File: config.mk
export PLATFORM = sky130hd
export DESIGN_NAME = bisc_irq_ctrl
export DESIGN_NICKNAME = d
export VERILOG_FILES = /design/src/bisc_pkg.sv /design/src/bisc_link_watch.sv /design/src/bisc_resp_decode.sv /design/src/bisc_irq_ctrl.sv
export VERILOG_INCLUDE_DIRS = /design/src /design/src/src
export SDC_FILE = /design/constraint.sdc
export NUM_CORES = 1
export LEC_CHECK = 0
export BUFFER_PORTS_ARGS = -buffer_cell sky130_fd_sc_hd__clkbuf_2
export CORE_MARGIN = 1.5
export CORE_UTILIZATION = 47
export DETAILED_ROUTE_END_ITERATION = 6
export GPL_TIMING_DRIVEN = 0
export HOLD_SLACK_MARGIN = 0.15
export PLACE_DENSITY = 0.78
export SLEW_MARGIN = 10
export SYNTH_ARGS = -nofsm -noshare
export SYNTH_HDL_FRONTEND = slang
export SYNTH_SLANG_ARGS = --single-unit
File: constraint.sdc
create_clock -name clk -period 2.1 [get_ports clk]
set_input_delay 0.105 -clock clk [delete_from_list [all_inputs] [get_ports clk]]
set_output_delay 0.105 -clock clk [all_outputs]
set_load 0.05 [all_outputs]
File: src/bisc_consts.svh
// register offsets, field positions, reset values and codes of the
// bridge interrupt cause and control block.
// assumes inclusion by bare name from every design file that needs it.
`ifndef BISC_CONSTS_SVH
`define BISC_CONSTS_SVH

// register map (byte addresses, low address bits only)
`define BISC_ADDR_W       12
`define BISC_OFF_CTRL     12'h134
`define BISC_OFF_CAUSE    12'h138
`define BISC_OFF_MASK     12'h13C

// status/control fields
`define BISC_CTRL_BUSY    0
`define BISC_CTRL_GDIS    8
`define BISC_CTRL_CLRW    16
`define BISC_CTRL_ROW     17
`define BISC_CTRL_WMASK   32'h0003_0100
`define BISC_CTRL_RST     32'h0000_0000

// cause register layout
`define BISC_CAUSE_RST    32'h0000_0000
`define BISC_CAUSE_IMPL   32'h1FF3_0FEF
`define BISC_CAUSE_ERR    32'h0000_0E00
`define BISC_EV_LINK      0
`define BISC_EV_ECRC      1
`define BISC_EV_STRM      2
`define BISC_EV_HOTR      3
`define BISC_EV_CFGST     5
`define BISC_EV_CFGTO     8
`define BISC_EV_COR       9
`define BISC_EV_NF        10
`define BISC_EV_FAT       11
`define BISC_EV_INTX      16
`define BISC_EV_MSI       17
`define BISC_EV_UR        20
`define BISC_EV_UNEXP     21
`define BISC_EV_CTO       22
`define BISC_EV_EP        23
`define BISC_EV_CA        24
`define BISC_EV_BURST     25
`define BISC_EV_DEC       26
`define BISC_EV_SLV       27
`define BISC_EV_MWP       28

// enable mask layout
`define BISC_MASK_RST     32'h0000_0000
`define BISC_MASK_WBASE   32'h1FF0_0005
`define BISC_MASK_EPONLY  32'h0000_000A
`define BISC_MASK_RPONLY  32'h0003_0FE0

// codes seen on the event inputs
`define BISC_CPL_UR       3'h1
`define BISC_CPL_CA       3'h4
`define BISC_BURST_INCR   2'h1
`define BISC_RESP_SLVERR  2'h2
`define BISC_RESP_DECERR  2'h3

// bus constants
`define BISC_HTRANS_ACT   1
`define BISC_HRESP_OKAY   1'h0

`endif

File: src/bisc_pkg.sv
// types shared by the bridge interrupt cause and control block.
// assumes nothing beyond a SystemVerilog compiler.
package bisc_pkg;

	typedef logic [31:0] bisc_word_t;
	typedef logic [11:0] bisc_addr_t;
	typedef logic [2:0]  bisc_cpl_st_t;
	typedef logic [1:0]  bisc_axi_t;

endpackage : bisc_pkg

File: src/bisc_link_watch.sv
// link loss detector: one-cycle pulse when an established link drops.
// assumes link_up is synchronous to clk.
`timescale 1ns/1ps
`default_nettype none

module bisc_link_watch
(
	// clock and reset
	input  wire logic clk,
	input  wire logic nrst,
	// link state
	input  wire logic link_up,
	// event
	output logic      loss
);

	logic up_q;

	// only a link seen up can be lost
	always_ff @(posedge clk)
	begin
		if (!nrst)
			up_q <= 1'b0;
		else
			up_q <= link_up;
	end

	assign loss = up_q & ~link_up; // [RULE8]
endmodule : bisc_link_watch

`default_nettype wire

File: src/bisc_resp_decode.sv
// decodes completion and AXI response events into cause pulses.
// assumes each valid input is a one-cycle pulse with its code.
`timescale 1ns/1ps
`default_nettype none
`include "bisc_consts.svh"

module bisc_resp_decode
(
	// completion side
	input  wire logic                 cpl_valid,
	input  wire bisc_pkg::bisc_cpl_st_t cpl_status,
	input  wire logic                 cpl_ep,
	// axi slave burst request
	input  wire logic                 slv_req,
	input  wire bisc_pkg::bisc_axi_t  slv_burst,
	// axi master response
	input  wire logic                 mst_resp_valid,
	input  wire bisc_pkg::bisc_axi_t  mst_resp,
	// decoded pulses
	output logic                      ur,
	output logic                      ca,
	output logic                      poison,
	output logic                      bad_burst,
	output logic                      dec_err,
	output logic                      tgt_err
);

	import bisc_pkg::*;

	assign ur        = cpl_valid & (cpl_status == `BISC_CPL_UR); // [RULE15]
	assign ca        = cpl_valid & (cpl_status == `BISC_CPL_CA); // [RULE19]
	assign poison    = cpl_valid & cpl_ep; // [RULE18]
	assign bad_burst = slv_req & (slv_burst != `BISC_BURST_INCR); // [RULE20]
	assign dec_err   = mst_resp_valid
		& (mst_resp == `BISC_RESP_DECERR); // [RULE21]
	assign tgt_err   = mst_resp_valid
		& (mst_resp == `BISC_RESP_SLVERR); // [RULE21]

endmodule : bisc_resp_decode

`default_nettype wire

File: src/bisc_irq_ctrl.sv
// bridge interrupt cause/control block with an AHB-Lite register slave.
// assumes event inputs are one-cycle pulses synchronous to clk and
// that a single master drives the bus, hready fed back from hreadyout.
// Operation
// [RULE1] access-pending status bit always reads zero
// [RULE2] global disable blocks line, causes still latch
// [RULE3] clear-writable mode stores written cause value
// [RULE4] readonly-writable mode opens read-only mask bits; here only in endpoint role, bits 1 and 3 stay read-only in root port role
// [RULE5] write one clears cause; error bits special
// [RULE6] software drains error FIFO before clearing errors
// [RULE7] cause drives line only when mask set
// [RULE8] bit 0 on loss of seen link
// [RULE9] bit 1 on end-to-end CRC failure
// [RULE10] bit 2 on transmit stream gap
// [RULE11] bit 3 on link hot reset
// [RULE12] root port: config status, config timeout
// [RULE13] root port: error messages set 9-11
// [RULE14] root port: legacy 16, message 17
// [RULE15] bit 20 on unsupported request completion
// [RULE16] bit 21 on unexpected completion
// [RULE17] bit 22 on completion timeout
// [RULE18] bit 23 on poisoned completion
// [RULE19] bit 24 on completer abort completion
// [RULE20] bit 25 on non-incrementing slave burst
// [RULE21] bits 26-28 on master errors, poisoned write
// [RULE22] mask resets to zero
// [RULE23] line is masked causes OR, gated
// [RULE24] reserved bits read zero, ignore writes
`timescale 1ns/1ps
`default_nettype none
`include "bisc_consts.svh"

module bisc_irq_ctrl
(
	// clock and reset
	input  wire logic                   clk,
	input  wire logic                   nrst,
	// ahb-lite slave
	input  wire logic                   hsel,
	input  wire bisc_pkg::bisc_word_t   haddr,
	input  wire logic [1:0]             htrans,
	input  wire logic                   hwrite,
	input  wire logic [2:0]             hsize,
	input  wire logic                   hready,
	input  wire bisc_pkg::bisc_word_t   hwdata,
	output var  bisc_pkg::bisc_word_t   hrdata,
	output logic                        hreadyout,
	output logic                        hresp,
	// configuration strap and error FIFO status
	input  wire logic                   root_port_en,
	input  wire logic                   err_fifo_empty,
	// link events
	input  wire logic                   link_up,
	input  wire logic                   ecrc_err,
	input  wire logic [2:0]             tx_stream_gap,
	input  wire logic                   hot_reset,
	// root port events
	input  wire logic                   cfg_cpl_valid,
	input  wire bisc_pkg::bisc_cpl_st_t cfg_cpl_status,
	input  wire logic                   cfg_timeout,
	input  wire logic                   err_msg_cor,
	input  wire logic                   err_msg_nonfatal,
	input  wire logic                   err_msg_fatal,
	input  wire logic                   intx_rcvd,
	input  wire logic                   msi_rcvd,
	// completion tracking events
	input  wire logic                   cpl_valid,
	input  wire bisc_pkg::bisc_cpl_st_t cpl_status,
	input  wire logic                   cpl_ep,
	input  wire logic                   cpl_unexpected,
	input  wire logic                   cpl_timeout,
	// axi path events
	input  wire logic                   slv_req,
	input  wire bisc_pkg::bisc_axi_t    slv_burst,
	input  wire logic                   mst_resp_valid,
	input  wire bisc_pkg::bisc_axi_t    mst_resp,
	input  wire logic                   memwr_poison,
	// interrupt line
	output logic                        irq
);

	import bisc_pkg::*;

	function automatic logic reg_hit(input bisc_addr_t a,
		input bisc_addr_t off);
		return a == off;
	endfunction : reg_hit

	bisc_word_t ctrl_q;
	bisc_word_t ctrl_d;
	bisc_word_t cause_q;
	bisc_word_t cause_d;
	bisc_word_t mask_q;
	bisc_word_t mask_d;
	bisc_word_t mask_wen;
	bisc_word_t ev_set;
	bisc_word_t rd_d;
	bisc_addr_t dp_addr_q;
	logic       dp_wr_q;
	logic       ap_take;
	logic       wr_ctrl;
	logic       wr_cause;
	logic       wr_mask;
	logic       global_dis;
	logic       clear_bits_writable;
	logic       readonly_bits_writable;
	logic       irq_d;
	logic       link_loss;
	logic       ev_ur;
	logic       ev_ca;
	logic       ev_poison;
	logic       ev_burst;
	logic       ev_dec;
	logic       ev_tgt;

	bisc_link_watch u_link
	(
		.clk     (clk),
		.nrst    (nrst),
		.link_up (link_up),
		.loss    (link_loss)
	);

	bisc_resp_decode u_resp
	(
		.cpl_valid      (cpl_valid),
		.cpl_status     (cpl_status),
		.cpl_ep         (cpl_ep),
		.slv_req        (slv_req),
		.slv_burst      (slv_burst),
		.mst_resp_valid (mst_resp_valid),
		.mst_resp       (mst_resp),
		.ur             (ev_ur),
		.ca             (ev_ca),
		.poison         (ev_poison),
		.bad_burst      (ev_burst),
		.dec_err        (ev_dec),
		.tgt_err        (ev_tgt)
	);

	// bus address phase: any size is taken as a whole word
	assign ap_take = hsel & htrans[`BISC_HTRANS_ACT] & hready;

	always_ff @(posedge clk)
	begin
		if (!nrst)
		begin
			dp_wr_q   <= 1'b0;
			dp_addr_q <= '0;
		end
		else
		begin
			dp_wr_q   <= ap_take & hwrite;
			dp_addr_q <= haddr[`BISC_ADDR_W-1:0];
		end
	end

	// unmapped addresses fall through all three hits
	assign wr_ctrl  = dp_wr_q & reg_hit(dp_addr_q, `BISC_OFF_CTRL);
	assign wr_cause = dp_wr_q & reg_hit(dp_addr_q, `BISC_OFF_CAUSE);
	assign wr_mask  = dp_wr_q & reg_hit(dp_addr_q, `BISC_OFF_MASK);

	// zero wait states, always OKAY
	always_ff @(posedge clk)
	begin
		if (!nrst)
		begin
			hreadyout <= 1'b0;
			hresp     <= `BISC_HRESP_OKAY;
		end
		else
		begin
			hreadyout <= 1'b1;
			hresp     <= `BISC_HRESP_OKAY;
		end
	end

	// status/control: busy bit never stored, reserved bits dropped
	assign ctrl_d = wr_ctrl ? (hwdata & `BISC_CTRL_WMASK)
		: ctrl_q; // [RULE1] [RULE24]

	always_ff @(posedge clk)
	begin
		if (!nrst)
			ctrl_q <= `BISC_CTRL_RST;
		else
			ctrl_q <= ctrl_d;
	end

	assign global_dis             = ctrl_q[`BISC_CTRL_GDIS];
	assign clear_bits_writable    = ctrl_q[`BISC_CTRL_CLRW];
	assign readonly_bits_writable = ctrl_q[`BISC_CTRL_ROW];

	// event collection
	always_comb
	begin
		ev_set = '0;
		ev_set[`BISC_EV_LINK]  = link_loss; // [RULE8]
		ev_set[`BISC_EV_ECRC]  = ecrc_err; // [RULE9]
		ev_set[`BISC_EV_STRM]  = |tx_stream_gap; // [RULE10]
		ev_set[`BISC_EV_HOTR]  = hot_reset; // [RULE11]
		ev_set[`BISC_EV_CFGST +: 3] = (cfg_cpl_valid & root_port_en)
			? cfg_cpl_status : 3'h0; // [RULE12]
		ev_set[`BISC_EV_CFGTO] = cfg_timeout & root_port_en; // [RULE12]
		ev_set[`BISC_EV_COR]   = err_msg_cor & root_port_en; // [RULE13]
		ev_set[`BISC_EV_NF]    = err_msg_nonfatal & root_port_en; // [RULE13]
		ev_set[`BISC_EV_FAT]   = err_msg_fatal & root_port_en; // [RULE13]
		ev_set[`BISC_EV_INTX]  = intx_rcvd & root_port_en; // [RULE14]
		ev_set[`BISC_EV_MSI]   = msi_rcvd & root_port_en; // [RULE14]
		ev_set[`BISC_EV_UR]    = ev_ur; // [RULE15]
		ev_set[`BISC_EV_UNEXP] = cpl_unexpected; // [RULE16]
		ev_set[`BISC_EV_CTO]   = cpl_timeout; // [RULE17]
		ev_set[`BISC_EV_EP]    = ev_poison; // [RULE18]
		ev_set[`BISC_EV_CA]    = ev_ca; // [RULE19]
		ev_set[`BISC_EV_BURST] = ev_burst; // [RULE20]
		ev_set[`BISC_EV_DEC]   = ev_dec; // [RULE21]
		ev_set[`BISC_EV_SLV]   = ev_tgt; // [RULE21]
		ev_set[`BISC_EV_MWP]   = memwr_poison; // [RULE21]
	end

	// cause register; a new event always beats a clear in the same cycle
	always_comb
	begin
		bisc_word_t clr;
		clr     = '0;
		cause_d = cause_q;
		if (wr_cause)
		begin
			if (clear_bits_writable)
				cause_d = hwdata & `BISC_CAUSE_IMPL; // [RULE3]
			else
			begin
				clr = hwdata & `BISC_CAUSE_IMPL & ~`BISC_CAUSE_ERR; // [RULE5]
				// error bits stay while the error FIFO still holds entries
				if (err_fifo_empty)
					clr = clr | (hwdata & `BISC_CAUSE_ERR); // [RULE5] [RULE6]
				cause_d = cause_q & ~clr;
			end
		end
		cause_d = cause_d | ev_set; // [RULE2] [RULE24]
	end

	always_ff @(posedge clk)
	begin
		if (!nrst)
			cause_q <= `BISC_CAUSE_RST;
		else
			cause_q <= cause_d;
	end

	// mask: which bits take writes depends on the port role
	always_comb
	begin
		mask_wen = `BISC_MASK_WBASE;
		if (!root_port_en)
			mask_wen = mask_wen | `BISC_MASK_EPONLY;
		if (root_port_en | readonly_bits_writable)
			mask_wen = mask_wen | `BISC_MASK_RPONLY; // [RULE4]
		mask_d = wr_mask ? ((hwdata & mask_wen) | (mask_q & ~mask_wen))
			: mask_q;
	end

	always_ff @(posedge clk)
	begin
		if (!nrst)
			mask_q <= `BISC_MASK_RST; // [RULE22]
		else
			mask_q <= mask_d;
	end

	// read data built from next values so a write just before is seen
	always_comb
	begin
		if (reg_hit(haddr[`BISC_ADDR_W-1:0], `BISC_OFF_CTRL))
			rd_d = ctrl_d; // [RULE1]
		else if (reg_hit(haddr[`BISC_ADDR_W-1:0], `BISC_OFF_CAUSE))
			rd_d = cause_d;
		else if (reg_hit(haddr[`BISC_ADDR_W-1:0], `BISC_OFF_MASK))
			rd_d = mask_d;
		else
			rd_d = '0;
	end

	always_ff @(posedge clk)
	begin
		if (!nrst)
			hrdata <= '0;
		else if (ap_take & ~hwrite)
			hrdata <= rd_d;
	end

	// interrupt line, one flop after the cause and mask
	assign irq_d = (|(cause_q & mask_q)) & ~global_dis; // [RULE7] [RULE23]

	always_ff @(posedge clk)
	begin
		if (!nrst)
			irq <= 1'b0;
		else
			irq <= irq_d; // [RULE2]
	end
endmodule : bisc_irq_ctrl

`default_nettype wire

==> impl_metrics.json <==
{
  "die_w_um": 109.5,
  "worst_pin_slew_ns": 0.6200,
  "dpl_cell_area_um2": 6025,
  "synth-xor-area-share_pct": 0,
  "start_util_pct": 48.73,
  "grt_max_degree": 17,
  "ant_nets": 0,
  "rsz0062_at_grt": "true",
  "arrival_ns": 2.38,
  "relSlewSlack_pct": 58.67,
  "highest-signal-layer": "met4",
  "cpPeakStageDelay_ns": 0.32,
  "nFillCells": 800,
  "setup-violations-final": 0,
  "die_area_um2": 11990,
  "grt_pass1_vias": 5215,
  "clk_pin_slew_worst_paths_ns": 0.06,
  "peakVddDrop_mv": 0.4024,
  "crit_fanout": 10,
  "finalMaxSlewViolations": 0,
  "dr_wl_met2_mm": 8.357,
  "drive_above_1_share_pct": 24.97,
  "critPathSlowestCell": "dfxtp_1",
  "synth_warnings": 0,
  "grt_overflow_total": 0,
  "port_buffers": 104,
  "ctsLongestPathBuffers": 2,
  "firstDrtPassIters": 6,
  "finClkSkew_ns": 0.007177,
  "route.met3.wl_mm": 1.631,
  "tns_ns": 0,
  "drv_cap": 0,
  "clock.fmax_mhz": 478.2,
  "post_drt_wl_per_cell_um": 18.69,
  "root_buffer": "clkbuf_16",
  "final_common_cell": "dfxtp_1",
  "final_cell_area_um2": 7460,
  "postSynthNetCount": 691,
  "die_h_um": 109.5,
  "required_ns": 2.39,
  "synthSimpleGateAreaFrac_pct": 20.50,
  "synth-seq-area-share_pct": 50.34,
  "synthAdderAreaFrac_pct": 0,
  "grt_use_total_pct": 28.91,
  "ys_ff_latch": 134,
  "num_io_pins": 141,
  "cts_buffers": 17,
  "synth_top_family_by_area": "compound AO/OA/AOI/OAI gates",
  "antenna_found_initial": 0,
  "final_cell_mix": "134 x dfxtp_1, 109 x clkbuf_2, 71 x a21oi_1, 58 x dlygate4sd3_1",
  "dp_hpwl_mm": 11.05,
  "crit_chain": "nor4bb_2, buf_4, nand4_1, buf_6, mux2i_2, a21oi_1, a21oi_2, o31ai_1",
  "syn_area_per_cell_um2": 9.109,
  "worst_slack_ns": 0.008974,
  "met1Wirelength_mm": 6.778,
  "tritoncts": "done",
  "antenna_cells": 0,
  "drt-initial-drc-count": 530,
  "status": "completed",
  "fin_crit_ns": 2.091,
  "regToRegSetupSlack_ns": 0.009,
  "via_count": 5482,
  "drc_errors": 0,
  "nets": 886,
  "cts_max_level": 4,
  "synthMuxAreaShare_pct": 4.696,
  "rows": 38,
  "leakagePower_nw": 3.274,
  "synthCells": 585,
  "power.density_nw_per_um2": 800.7,
  "routabilityCongestion": 0.9081,
  "viasPerCell": 5.876,
  "wl_mm": 17.44,
  "path_class": "reg -> reg",
  "power_w": 0.005973,
  "synth_area_um2": 5329,
  "area_growth_pct": 39.99,
  "hold_class": "in -> reg",
  "clock-sinks": 134,
  "synth-compound-area-share_pct": 20.71,
  "grt_pass1_wl_mm": 26.06,
  "fin_crit_sh_pct": 99.57,
  "clock_latency_ns": 0.42,
  "critPathCaptureType": "flip-flop",
  "core-area_um2": 10940,
  "final-hold-violation-count": 0,
  "yosysUniqueCellTypes": 44,
  "detailedPlace.worstSlack_ns": -0.2320,
  "crit_path_start_kind": "flip-flop"
}
worst paths after layout:
kind / startpoint / endpoint / cells after the start
max: dp_addr_q[4] / hrdata[21] / 8
min: err_fifo_empty / cause_q[9] / 4
max reg2reg: dp_addr_q[4] / hrdata[21] / 8
min reg2reg: hrdata[21] / hrdata[21] / 2
what timing repair did:
action                                  in CTS  in global routing
hold buffers                                58                  0
hold endpoints to repair                    62                  0
gates resized for setup                     15                 35
pin swaps                                    4                  3
endpoints found under the setup margin      53                 54
buffers inserted                            11                  4
through the flow:
step | instances | util (%) | hold slack, ns
after floorplan | 585 | - | 0.1327
after global placement | 829 | 55.09 | 0.3196
after detailed placement | 829 | 55.09 | 0.3267
after CTS | 929 | 66.97 | 0.1717
after global routing | 933 | 68.22 | 0.1517
final | 933 | 68.22 | 0.1390
where the power goes:
group | leakage (nW) | internal (W) | switching [W]
clock network | 0.269 | 0.00175 | 0.00116
registers | 1.09 | 0.00259 | 0.0000341
logic | 1.92 | 0.000204 | 0.000230
routing by layer:
metal  vias to the layer above  track usage [%]
li1                       2516                -
met1                      2570            35.08
met2                       321            48.23
met3                        75            8.062
met4                         0            11.87
met5                         -                0
synthesized netlist by cell type, drive strengths merged:
master / count / area, um^2
mux2i: 25 / 250.2
or2: 2 / 12.51
a221oi: 11 / 96.34
buf: 12 / 65.06
o211a: 1 / 10.01
a32oi: 2 / 17.52
and2: 40 / 250.2
clkbuf: 32 / 120.1
dfxtp: 134 / 2683
nand2b: 3 / 18.77
a21boi: 1 / 7.510
nand3: 15 / 75.07
a31oi: 5 / 31.28
inv: 3 / 11.26
o211ai: 3 / 22.52
conb: 1 / 3.750
o31ai: 13 / 97.59
a22oi: 8 / 60.06
nor4b: 2 / 32.53
a211oi: 6 / 45.04
and4bb: 1 / 12.51
and4: 2 / 17.52
nor2: 40 / 150.1
nor4bb: 3 / 30.03
and3: 30 / 187.7
o21a: 3 / 22.52
nor3b: 1 / 12.51
nand2: 37 / 138.9
nor2b: 4 / 25.02
a22o: 2 / 17.52
or3: 1 / 6.260
nor4: 1 / 6.260
nor3: 10 / 55.05
a21oi: 76 / 380.4
a221o: 13 / 130.1
and3b: 2 / 17.52
nand4: 7 / 43.79
o21ai: 33 / 165.2
sequential cells by signal, indices dropped and copies added (netlist names):
register and count:
dp_addr_q 12, hrdata 32, dp_wr_q 1, ctrl_q 32, mask_q 22, irq 1, cause_q 32, u_link.up_q 1
hreadyout 1
cells by family after synthesis:
family,Yosys count
and+or+nand+nor,201
AOI/OAI and AO/OA,177
DFF,134
buffers and inverters,47
muxes,25
other,1
layout make-up:
class / count / area (um^2) / share of cell area, %
sequential: 134 / 2683 / 35.96
multi-input combinational: 404 / 2592 / 34.75
timing repair buffer: 177 / 1214 / 16.27
clock buffer: 18 / 429.2 / 5.753
buffer: 43 / 203.9 / 2.734
tap: 140 / 175.2 / 2.348
clock inverter: 14 / 151.4 / 2.030
inverter: 3 / 11.26 / 0.1510
critical path: cells and delay by family (launching register included):
kind	cells	cell delay, ns
DFF	1	0.32
AOI/OAI and AO/OA	3	0.45
buffers and inverters	2	0.46
muxes	1	0.24
and+or+nand+nor	2	0.50
(Power assumes the default switching activity.)
